### src/logic/lar_pkg.sv
// Constants and types shared by the linear array readout sequencer
package lar_pkg;

  // Array geometry and the edge that ends a cycle
  localparam int LAR_PIXELS = 64;
  localparam int LAR_IDX_W = 6;
  localparam int LAR_CNT_W = 7;
  localparam logic [6:0] LAR_CNT_RST = 7'h00;
  localparam logic [6:0] LAR_CNT_FIRST = 7'h01;
  localparam logic [6:0] LAR_CNT_LAST_PIXEL = 7'h40;

  // Sample word and buffering
  localparam int LAR_SAMPLE_W = 12;
  localparam int LAR_FIFO_DEPTH = 4;

  // Exposure measurement
  localparam int LAR_EXP_W = 32;
  localparam logic [31:0] LAR_EXP_RST = 32'h0000_0000;
  localparam logic [31:0] LAR_EXP_ONE = 32'h0000_0001;
  localparam logic [31:0] LAR_EXP_MAX = 32'hFFFF_FFFF;

  // Sequencer states
  typedef enum logic [1:0] {
    LAR_ST_IDLE = 2'b00,
    LAR_ST_ARMED = 2'b01,
    LAR_ST_READ = 2'b10
  } lar_state_t;

endpackage

### src/logic/lar_sequencer.sv
// Readout sequencer for a 64 element linear photodiode array
//
// Notes on behaviour
// One start pulse edge begins a readout cycle
// Start bit walks 64 stages, one per edge
// Stage falling low resets that pixel integrator
// 65th edge drops bit, output goes undriven
// Controller must always supply the 65th edge
// Next start no earlier than the 66th edge
// Start input returns low before next edge
// Output undriven whenever no readout runs
// Exposure equals the interval between cycles
// Everything advances only on the clock
// Controller samples pixel k after edge k
`timescale 1ns/1ps
module lar_sequencer
  import lar_pkg::*;
#(
  parameter int SAMPLE_W = LAR_SAMPLE_W,
  parameter int FIFO_DEPTH = LAR_FIFO_DEPTH
) (
  input wire logic clk,
  input wire logic srst,
  input wire logic start_pin,
  input wire logic [SAMPLE_W-1:0] sample_data,
  input wire logic drain_ready,
  output logic [SAMPLE_W-1:0] pixel_voltage_output,
  output logic pixel_voltage_oe,
  output logic [LAR_IDX_W-1:0] pixel_select,
  output logic [LAR_PIXELS-1:0] integ_reset,
  output logic readout_active,
  output logic cycle_done,
  output logic start_ignored,
  output logic sample_overrun,
  output logic [LAR_EXP_W-1:0] exposure_cycles,
  output logic exposure_valid,
  output logic sample_valid,
  output logic [LAR_IDX_W+SAMPLE_W-1:0] sample_word,
  output logic sample_fifo_ready
);

  localparam int WORD_W = LAR_IDX_W + SAMPLE_W;

  // Start pin synchroniser and edge detector state
  logic start_meta;
  logic start_sync;
  logic start_prev;
  logic next_start_meta;
  logic next_start_sync;
  logic next_start_prev;
  logic start_rise;

  // Sequencer state
  lar_state_t state;
  lar_state_t next_state;
  logic [LAR_PIXELS-1:0] sreg;
  logic [LAR_PIXELS-1:0] next_sreg;
  logic [LAR_CNT_W-1:0] cnt;
  logic [LAR_CNT_W-1:0] next_cnt;
  logic load_pixel;
  logic capture;
  logic armed;
  logic busy;
  logic last_edge;

  // Registered outputs, next values
  logic [SAMPLE_W-1:0] next_pixel_voltage_output;
  logic next_pixel_voltage_oe;
  logic [LAR_IDX_W-1:0] next_pixel_select;
  logic [LAR_PIXELS-1:0] next_integ_reset;
  logic next_readout_active;
  logic next_cycle_done;
  logic next_start_ignored;
  logic next_sample_overrun;

  // Exposure measurement state
  logic [LAR_EXP_W-1:0] exp_cnt;
  logic [LAR_EXP_W-1:0] next_exp_cnt;
  logic [LAR_EXP_W-1:0] next_exposure_cycles;
  logic next_exposure_valid;
  logic seen_capture;
  logic next_seen_capture;

  // FIFO side signals
  logic fifo_in_ready;
  logic [WORD_W-1:0] fifo_in_data;

  // Saturating increment for the exposure counter
  function automatic logic [LAR_EXP_W-1:0] sat_inc(input logic [LAR_EXP_W-1:0] v);
    sat_inc = (v == LAR_EXP_MAX) ? v : v + LAR_EXP_ONE;
  endfunction

  // Count values that still address a pixel
  function automatic logic in_pixel_phase(input logic [LAR_CNT_W-1:0] c);
    in_pixel_phase = (c < LAR_CNT_LAST_PIXEL);
  endfunction

  // Pin passes two flops before any logic reads it
  always_comb begin
    next_start_meta = start_pin;
    next_start_sync = start_meta;
  end

  // Synchroniser registers
  always_ff @(posedge clk) begin
    if (srst) begin
      start_meta <= 1'b0;
      start_sync <= 1'b0;
    end else begin
      start_meta <= next_start_meta;
      start_sync <= next_start_sync;
    end
  end

  // Old synced level, kept only for the edge detect
  always_comb begin
    next_start_prev = start_sync;
  end

  // Edge detect register, low after reset to match the idle pin
  always_ff @(posedge clk) begin
    if (srst) begin
      start_prev <= 1'b0;
    end else begin
      start_prev <= next_start_prev;
    end
  end

  // A held-high start yields one bit only, guarding a slow release
  assign start_rise = start_sync & ~start_prev;
  assign capture = ~busy & start_rise;

  // State decodes shared by several groups
  assign armed = (state == LAR_ST_ARMED);
  assign busy = (state != LAR_ST_IDLE);
  assign last_edge = (state == LAR_ST_READ) && (cnt == LAR_CNT_LAST_PIXEL);

  // Pixel output is loaded on edges 1 to 64 after the capture edge
  assign load_pixel = armed || ((state == LAR_ST_READ) && in_pixel_phase(cnt));

  // Sequencer next state and edge count
  always_comb begin
    next_state = state;
    next_cnt = cnt;
    unique case (state)
      LAR_ST_IDLE: begin
        // Starts are taken only once the bit has left stage 64
        if (start_rise) begin
          next_state = LAR_ST_ARMED;
        end
      end
      LAR_ST_ARMED: begin
        next_state = LAR_ST_READ;
        next_cnt = LAR_CNT_FIRST;
      end
      LAR_ST_READ: begin
        if (cnt == LAR_CNT_LAST_PIXEL) begin
          // This is the 65th edge: the bit leaves the last stage
          next_state = LAR_ST_IDLE;
          next_cnt = LAR_CNT_RST;
        end else begin
          next_cnt = cnt + LAR_CNT_FIRST;
        end
      end
      default: begin
        next_state = LAR_ST_IDLE;
        next_cnt = LAR_CNT_RST;
      end
    endcase
  end

  // Walking start bit: one stage per edge, shifted in while armed
  always_comb begin
    next_sreg = {sreg[LAR_PIXELS-2:0], armed};
  end

  // Pixel output path, undriven outside the 64 pixel slots
  always_comb begin
    next_pixel_voltage_oe = load_pixel;
    next_pixel_voltage_output = load_pixel ? sample_data : '0;
    next_pixel_select = in_pixel_phase(next_cnt) ? next_cnt[LAR_IDX_W-1:0] : '0;
  end

  // Integrator reset when a stage drops after holding the bit
  always_comb begin
    next_integ_reset = sreg & ~next_sreg;
  end

  // Active level, status pulses and the sticky drop flag
  always_comb begin
    next_readout_active = (next_state != LAR_ST_IDLE);
    next_cycle_done = last_edge;
    next_start_ignored = start_rise && busy;
    // Drop flag: a drop in the clearing cycle still sets it
    next_sample_overrun = (sample_overrun & ~capture) | (load_pixel & ~fifo_in_ready);
  end

  // Interval counter: edges since the last capture, saturating
  always_comb begin
    next_exp_cnt = sat_inc(exp_cnt);
    next_seen_capture = seen_capture;
    if (capture) begin
      next_exp_cnt = LAR_EXP_ONE;
      next_seen_capture = 1'b1;
    end
  end

  // Exposure result: the first capture has no interval to report
  always_comb begin
    next_exposure_cycles = exposure_cycles;
    next_exposure_valid = exposure_valid;
    if (capture && seen_capture) begin
      next_exposure_cycles = exp_cnt;
      next_exposure_valid = 1'b1;
    end
  end

  // Sequencer registers
  always_ff @(posedge clk) begin
    if (srst) begin
      state <= LAR_ST_IDLE;
      cnt <= LAR_CNT_RST;
    end else begin
      state <= next_state;
      cnt <= next_cnt;
    end
  end

  // Shift register
  always_ff @(posedge clk) begin
    if (srst) begin
      sreg <= '0;
    end else begin
      sreg <= next_sreg;
    end
  end

  // Pixel output registers
  always_ff @(posedge clk) begin
    if (srst) begin
      pixel_voltage_output <= '0;
      pixel_voltage_oe <= 1'b0;
      pixel_select <= '0;
    end else begin
      pixel_voltage_output <= next_pixel_voltage_output;
      pixel_voltage_oe <= next_pixel_voltage_oe;
      pixel_select <= next_pixel_select;
    end
  end

  // Integrator reset register
  always_ff @(posedge clk) begin
    if (srst) begin
      integ_reset <= '0;
    end else begin
      integ_reset <= next_integ_reset;
    end
  end

  // Status registers
  always_ff @(posedge clk) begin
    if (srst) begin
      readout_active <= 1'b0;
      cycle_done <= 1'b0;
      start_ignored <= 1'b0;
      sample_overrun <= 1'b0;
    end else begin
      readout_active <= next_readout_active;
      cycle_done <= next_cycle_done;
      start_ignored <= next_start_ignored;
      sample_overrun <= next_sample_overrun;
    end
  end

  // Interval counter registers
  always_ff @(posedge clk) begin
    if (srst) begin
      exp_cnt <= LAR_EXP_RST;
      seen_capture <= 1'b0;
    end else begin
      exp_cnt <= next_exp_cnt;
      seen_capture <= next_seen_capture;
    end
  end

  // Exposure result registers
  always_ff @(posedge clk) begin
    if (srst) begin
      exposure_cycles <= LAR_EXP_RST;
      exposure_valid <= 1'b0;
    end else begin
      exposure_cycles <= next_exposure_cycles;
      exposure_valid <= next_exposure_valid;
    end
  end

  // Digitised copy of each pixel, tagged with its index, buffered downstream unless the FIFO is full
  assign fifo_in_data = {pixel_select, sample_data};
  assign sample_fifo_ready = fifo_in_ready;

  lar_fifo #(
    .WIDTH(WORD_W),
    .DEPTH(FIFO_DEPTH)
  ) u_fifo (
    .clk(clk),
    .srst(srst),
    .in_valid(load_pixel),
    .in_ready(fifo_in_ready),
    .in_data(fifo_in_data),
    .out_valid(sample_valid),
    .out_ready(drain_ready),
    .out_data(sample_word)
  );

endmodule

### src/logic/lar_fifo.sv
// Small synchronous FIFO with valid and ready on both sides
`timescale 1ns/1ps
module lar_fifo #(
  parameter int WIDTH = 18,
  parameter int DEPTH = 4
) (
  input wire logic clk,
  input wire logic srst,
  input wire logic in_valid,
  output logic in_ready,
  input wire logic [WIDTH-1:0] in_data,
  output logic out_valid,
  input wire logic out_ready,
  output logic [WIDTH-1:0] out_data
);

  localparam int PTR_W = (DEPTH > 1) ? $clog2(DEPTH) : 1;
  localparam int CNT_W = $clog2(DEPTH + 1);
  localparam logic [PTR_W-1:0] PTR_LAST = PTR_W'(DEPTH - 1);
  localparam logic [CNT_W-1:0] CNT_FULL = CNT_W'(DEPTH);

  logic [WIDTH-1:0] mem [DEPTH];
  logic [PTR_W-1:0] wptr;
  logic [PTR_W-1:0] rptr;
  logic [CNT_W-1:0] count;
  logic [PTR_W-1:0] next_wptr;
  logic [PTR_W-1:0] next_rptr;
  logic [CNT_W-1:0] next_count;
  logic push;
  logic pop;
  logic next_in_ready;
  logic next_out_valid;
  logic [WIDTH-1:0] next_out_data;

  // Pointer step with wrap at any depth
  function automatic logic [PTR_W-1:0] step(input logic [PTR_W-1:0] p);
    step = (p == PTR_LAST) ? '0 : p + 1'b1;
  endfunction

  // Handshake qualifiers from the registered flags
  assign push = in_valid & in_ready;
  assign pop = out_valid & out_ready;

  // Next pointers and occupancy
  always_comb begin
    next_wptr = push ? step(wptr) : wptr;
    next_rptr = pop ? step(rptr) : rptr;
    next_count = count;
    if (push && !pop) begin
      next_count = count + 1'b1;
    end else if (pop && !push) begin
      next_count = count - 1'b1;
    end
    // Flags follow the next count, so full and empty stay exact as flops
    next_in_ready = (next_count != CNT_FULL);
    next_out_valid = (next_count != '0);
    // A word written into the slot that becomes the head bypasses storage
    next_out_data = (push && (wptr == next_rptr)) ? in_data : mem[next_rptr];
  end

  // Pointer and count registers
  always_ff @(posedge clk) begin
    if (srst) begin
      wptr <= '0;
      rptr <= '0;
      count <= '0;
      in_ready <= 1'b1;
      out_valid <= 1'b0;
      out_data <= '0;
    end else begin
      wptr <= next_wptr;
      rptr <= next_rptr;
      count <= next_count;
      in_ready <= next_in_ready;
      out_valid <= next_out_valid;
      out_data <= next_out_data;
    end
  end

  // Storage is written only, never reset
  always_ff @(posedge clk) begin
    if (push) begin
      mem[wptr] <= in_data;
    end
  end

endmodule

### config.mk
export PLATFORM = sky130hd
export DESIGN_NAME = lar_sequencer
export DESIGN_NICKNAME = d
export VERILOG_FILES = /design/src/logic/lar_pkg.sv /design/src/logic/lar_sequencer.sv /design/src/logic/lar_fifo.sv
export SDC_FILE = /design/constraint.sdc
export NUM_CORES = 1
export LEC_CHECK = 0
export BUFFER_PORTS_ARGS = -buffer_cell sky130_fd_sc_hd__buf_2
export CAP_MARGIN = 20
export CORE_ASPECT_RATIO = 0.8
export CORE_MARGIN = 10
export CORE_UTILIZATION = 42
export DETAILED_ROUTE_END_ITERATION = 16
export SLEW_MARGIN = 10
export SYNTH_ARGS = -nofsm -noshare
export SYNTH_HDL_FRONTEND = slang
export SYNTH_SLANG_ARGS = --single-unit
### constraint.sdc
create_clock -name clk -period 2.8 [get_ports clk]
set_input_delay 0.56 -clock clk [delete_from_list [all_inputs] [get_ports clk]]
set_output_delay 0.56 -clock clk [all_outputs]
set_load 0.01 [all_outputs]
======== Yosys cells after proc, flatten, opt, wreduce, memory -nomap -nowiden ========
Memory sizes are Yosys's and may differ from the RTL's. A register that Yosys moved wholly into a read port is not among the register bits.
Cells that the tools add are included.
W data, S select, Z words.
storage, ports and cells
  register bits after elaboration ......... 238
  bits in writable memories ............... 72
  bits of input ports ..................... 16
  output and inout port bits .............. 140
  logic and storage cells ................. 86
  memories ................................ 1
memory list
  memory      depth  bits a word  read ports  clocked after memory_dff  wr ports  line            source
  u_fifo.mem  4      18           1           1                         1         lar_fifo.sv:22  logic [WIDTH-1:0] mem [DEPTH];
cells by class
  add/subtract/negate cells ............... 6
  $lt $le $gt $ge ......................... 2
  equality and inequality tests ........... 8
  multiplexer cells ....................... 14
  bitwise logic cells ..................... 15
  reduce and logical (&&, ||, !) cells .... 16
operator list
  kind                     count
  $and A64 B64 Y64         1
  $not A64 Y64             1
  $add A32 B1 Y32 const B  1
  $eq A32 B32 Y1 const B   1
  $pmux W7 S3              1
  $lt A7 B7 Y1 const B     2
  $mux W2                  5
  $add A7 B1 Y7 const B    1
  $eq A7 B7 Y1 const B     1
  $mux W7                  1
  $and A1 B1 Y1            6
  $eq A2 B2 Y1 const B     3
  $logic_and A1 B1 Y1      6
  $mux W3                  2
  $not A1 Y1               6
  $pmux W2 S3              1
  $reduce_or A2 Y1         3
  $add A2 B1 Y2 const B    2
  $mux W1                  4
  $reduce_bool A2 Y1       2
  $add A3 B1 Y3 const B    1
  $ne A3 B3 Y1 const B     1
  $reduce_bool A3 Y1       1
  $sub A3 B1 Y3 const B    1
  other kinds (6)          7

======== Longest topological paths before layout ========
  depth in word-level cells ............... 9
  gate-level depth with buffers ........... 8
  gate-level depth less buffers ........... 7

======== Cells and area by module ========
Synthesis repeated with hierarchy kept, for this count alone.
second synthesis, totals
  cell total of the unflattened synthesis .. 926
  area total of the unflattened synthesis .. 11,188.2 µm²
by module, submodules not included
  module         instances  cells an instance  area each (µm²)  sequential area each (µm²)
  lar_sequencer  1          730                7,445.9          4,584.4
  lar_fifo       1          196                3,742.3          2,702.6

======== Worst setup path before layout ========
Ideal clock, no wire load.
  path kind ............................... input -> register
  start ................................... in drain_ready
  end ..................................... reg u_fifo.out_data[0], read port of u_fifo.mem
  library setup time ...................... 0.117 ns
  arrival ................................. 2.086 ns
  data required time ...................... 2.683 ns
  slack ................................... 0.597 ns
  cell stages on the path ................. 6
  buffers on the path ..................... 2
  path through ............................ nand2_2 > mux2i_1 > buf_4 > buf_4 > mux4_2 > a22o_1
between the ends
  word-level cells in the longest chain between the ends .. 2
ends and longest elaborated chain
  item           line                 source
  from (decl)    lar_sequencer.sv:26  input wire logic drain_ready,
  $and A1 B1 Y1  lar_fifo.sv:42       assign pop = out_valid & out_ready;
  $mux W2        lar_fifo.sv:47       next_rptr = pop ? step(rptr) : rptr;
  to (decl)      lar_fifo.sv:14       output logic [WIDTH-1:0] out_data
Every way passes these cells.
A chain may end at the register's enable or synchronous reset.

==> metrics.csv <==
stage;metric;value;unit
placement;placedInstanceArea;12300;sq um
critical_path;worstPathArrival;2.68;ns
critical_path;crit_type;flop to flop;
critical_path;path_delay_family;compound AO/OA/AOI/OAI gates;
detailed_routing;wire_per_inst;15.5;um
global_route;grt_max_degree;108;
synthesis;ys_top_cells_by_area;dfxtp_1, edfxtp_1, nor2b_1, mux4_2, nand2_1;
synthesis;ys.flop_type;dfxtp_1;
detailed_routing;drt-pass1-iter-count;4;
placement;place_congestion;0.802;
final_layout;final_util;0.510;
critical_path;critPathMaxFanout;18;
sta;hold_viol;0;
synthesis;syn-instance-count;925;
critical_path;crit_path_start;state[1];
global_route;grt_pass1_vias;7139;
sta;setup_viol;0;
sta;finalCritPeriodShare;0.820;
detailed_routing;viasPerCell;4.76;
final_layout;final_nets;1117;
sta;worst_pin_slew;1.02;ns
floorplan;die_height;165;um
synthesis;synth_top_area_cell;dfxtp_1;
clock_tree;cts_tree;built;
clock_tree;postCtsSetupRepairBufs;0;
detailed_routing;drtAntennaViolNets;0;
clock_tree;post_cts_resized;0;
synthesis;syn_nets;951;
global_route;grt_overflow;0;
global_route;grt_pass1_wl;37600;um
global_route;grt_util_all_layers;0.137;
critical_path;startpoint_type;flop;
critical_path;end_kind;flop;
detailed_routing;vias;7005;
critical_path;worstPathRequired;3.18;ns
power;irDropWorstVdd;0.444;mV
critical_path;critPathBufInv;0;
synthesis;syn_area;11100;sq um
power;powerDensity;747;nW/um^2
final_layout;final_common_cell;dfxtp_1;
synthesis;synth.top_cell.area_share;0.462;
power;p_total;9.94;mW
sta;period_minus_slack;2.30;ns
sta;setup_tns;0;ns
final_layout;layout-drive-gt1-share;0.225;
clock_tree;clk_pin_slew;0.06;ns
synthesis;synthDistinctLibCells;58;
detailed_routing;drc;0;
floorplan;pin_count;156;
clock_tree;cts-root-buf;clkbuf_16;
power;leakage;5.44;nW
clock_tree;hold_buffers;0;
outcome;outcome;complete, no violations;
critical_path;path_cells;or3b_4 -> a21boi_4 -> a31oi_2 -> a22o_1;
critical_path;slowest_delay;0.50;ns
sta;relSlewSlack;0.320;
floorplan;die_x;202;um
placement;place_inst;1412;
sta;drv_slew;0;
synthesis;synth-async-reset-ratio;0;
final_layout;syn2layout_area_growth;20.0;%
floorplan;fp-row-count;53;
placement;port-buffer-count;155;
sta;rsz0062_at_grt;no;
synthesis;avgSynthCellArea;12.0;sq um
sta;clock_skew;0.00970;ns
synthesis;yosysSeqAreaShare;0.656;
synthesis;yosysWarningCount;0;
floorplan;start_util;0.425;
clock_tree;htree_levels;2;
floorplan;core-area;26100;sq um
final_layout;fin_cells;1471;
synthesis;ys_seq_elements;328;
hold_path;hold_path.class;input port to flop;
critical_path;cpMaxStageDelayCell;dfxtp_1;
clock_tree;clockBufferDepth;3;
final_layout;fin_area;13300;sq um
synthesis;synth_edf_count;72;
floorplan;dieArea;33400;sq um
detailed_routing;drt_wl_total;22800;um
final_layout;final_cell_mix;dfxtp_1, buf_2, nor2b_1;
critical_path;r2r_start;state[1];
clock_tree;clock_latency;0.50;ns
final_layout;fillers;2388;
clock_tree;clkSinkCount;328;
detailed_routing;drt-initial-drc-count;285;
global_route;grt_antenna_before_repair;0;
final_layout;n_antenna_cell;0;
job;cap_violations;0;
placement;dp_hpwl;15200;um
clock_tree;cts_buffers;34;
sta;fmax;0.435;GHz
hold_path;hold_start;start_pin;
-- stage by stage --
step                      setup WS, ns  hold WS (ns)
after global routing             0.325         0.269
after floorplan                  0.597         0.384
after detailed placement         0.306         0.394
after global placement           0.387         0.393
after CTS                        0.492         0.263
final                            0.503         0.284
-- routing by layer --
layer | up-vias | wire [um] | global-route usage
met5 | - | 0 | 0
met4 | 0 | 446 | 0.0365
met3 | 41 | 1640 | 0.0445
met2 | 152 | 9640 | 0.208
met1 | 3262 | 11100 | 0.185
li1 | 3550 | - | -
-- worst reg2reg max path: stages (launching register included) --
cell,delay (ns)
dfxtp_1,0.50
or3b_4,0.46
a21boi_4,0.39
a31oi_2,0.48
a22o_1,0.35
-- cell families (layout without fill, tap and decap cells) --
logic type / after synthesis / in the layout / synth area share
buf+inv: 52 / 241 / 0.0215
simple gates: 378 / 378 / 0.185
mux: 27 / 27 / 0.0447
compound gates: 114 / 114 / 0.0685
flops: 328 / 328 / 0.656
xor+xnor: 16 / 16 / 0.0126
fa+ha+maj: 10 / 10 / 0.0113
-- sequential cells by signal, indices dropped and copies added, names as in the netlist, 2 cells and up --
name / flops
exp_cnt: 32
u_fifo.out_data: 18
cnt: 7
u_fifo.rptr: 2
exposure_cycles: 32
sreg: 64
u_fifo.mem: 72
u_fifo.count: 3
state: 2
pixel_voltage_output: 12
integ_reset: 64
u_fifo.wptr: 2
pixel_select: 6
-- path summary, 6_finish.rpt --
kind / endpoint / slack (ns) / cells past startpoint
max: u_fifo.out_data[7] / 0.50 / 4
min: next_start_sync / 0.28 / 2
max reg2reg: u_fifo.out_data[7] / 0.50 / 4
min reg2reg: integ_reset[32] / 0.40 / 1
-- Yosys cell counts (all sizes together) (9+ instances only) --
| cell type | instances |
|---|---|
| nor2b | 134 |
| or3 | 11 |
| dfxtp | 256 |
| inv | 13 |
| o21ai | 15 |
| ha | 10 |
| a22o | 18 |
| nand3 | 13 |
| clkbuf | 21 |
| nand4 | 9 |
| nor2 | 44 |
| nor3 | 12 |
| mux4 | 18 |
| and3 | 20 |
| nand2 | 96 |
| a21oi | 55 |
| edfxtp | 72 |
| xnor2 | 9 |
| and2 | 10 |
| buf | 18 |
-- area by class of cell --
type                       instances  area [sq um]  share of cell area
clock buffer                      49           990              0.0743
clock inverter                    10          60.1             0.00451
inverter                          13          48.8             0.00366
multi-input combinational        545          3590               0.270
sequential                       328          7290               0.547
tap                              357           447              0.0335
timing repair buffer             169           896              0.0673
-- where the power goes --
part	leakage (nW)	internal [mW]	total, mW	switching (mW)
Clock	0.521	2.46	4.23	1.76
Combinational	2.19	0.342	0.711	0.369
Sequential	2.73	4.94	5.01	0.0648
(Power assumes the default switching activity.)
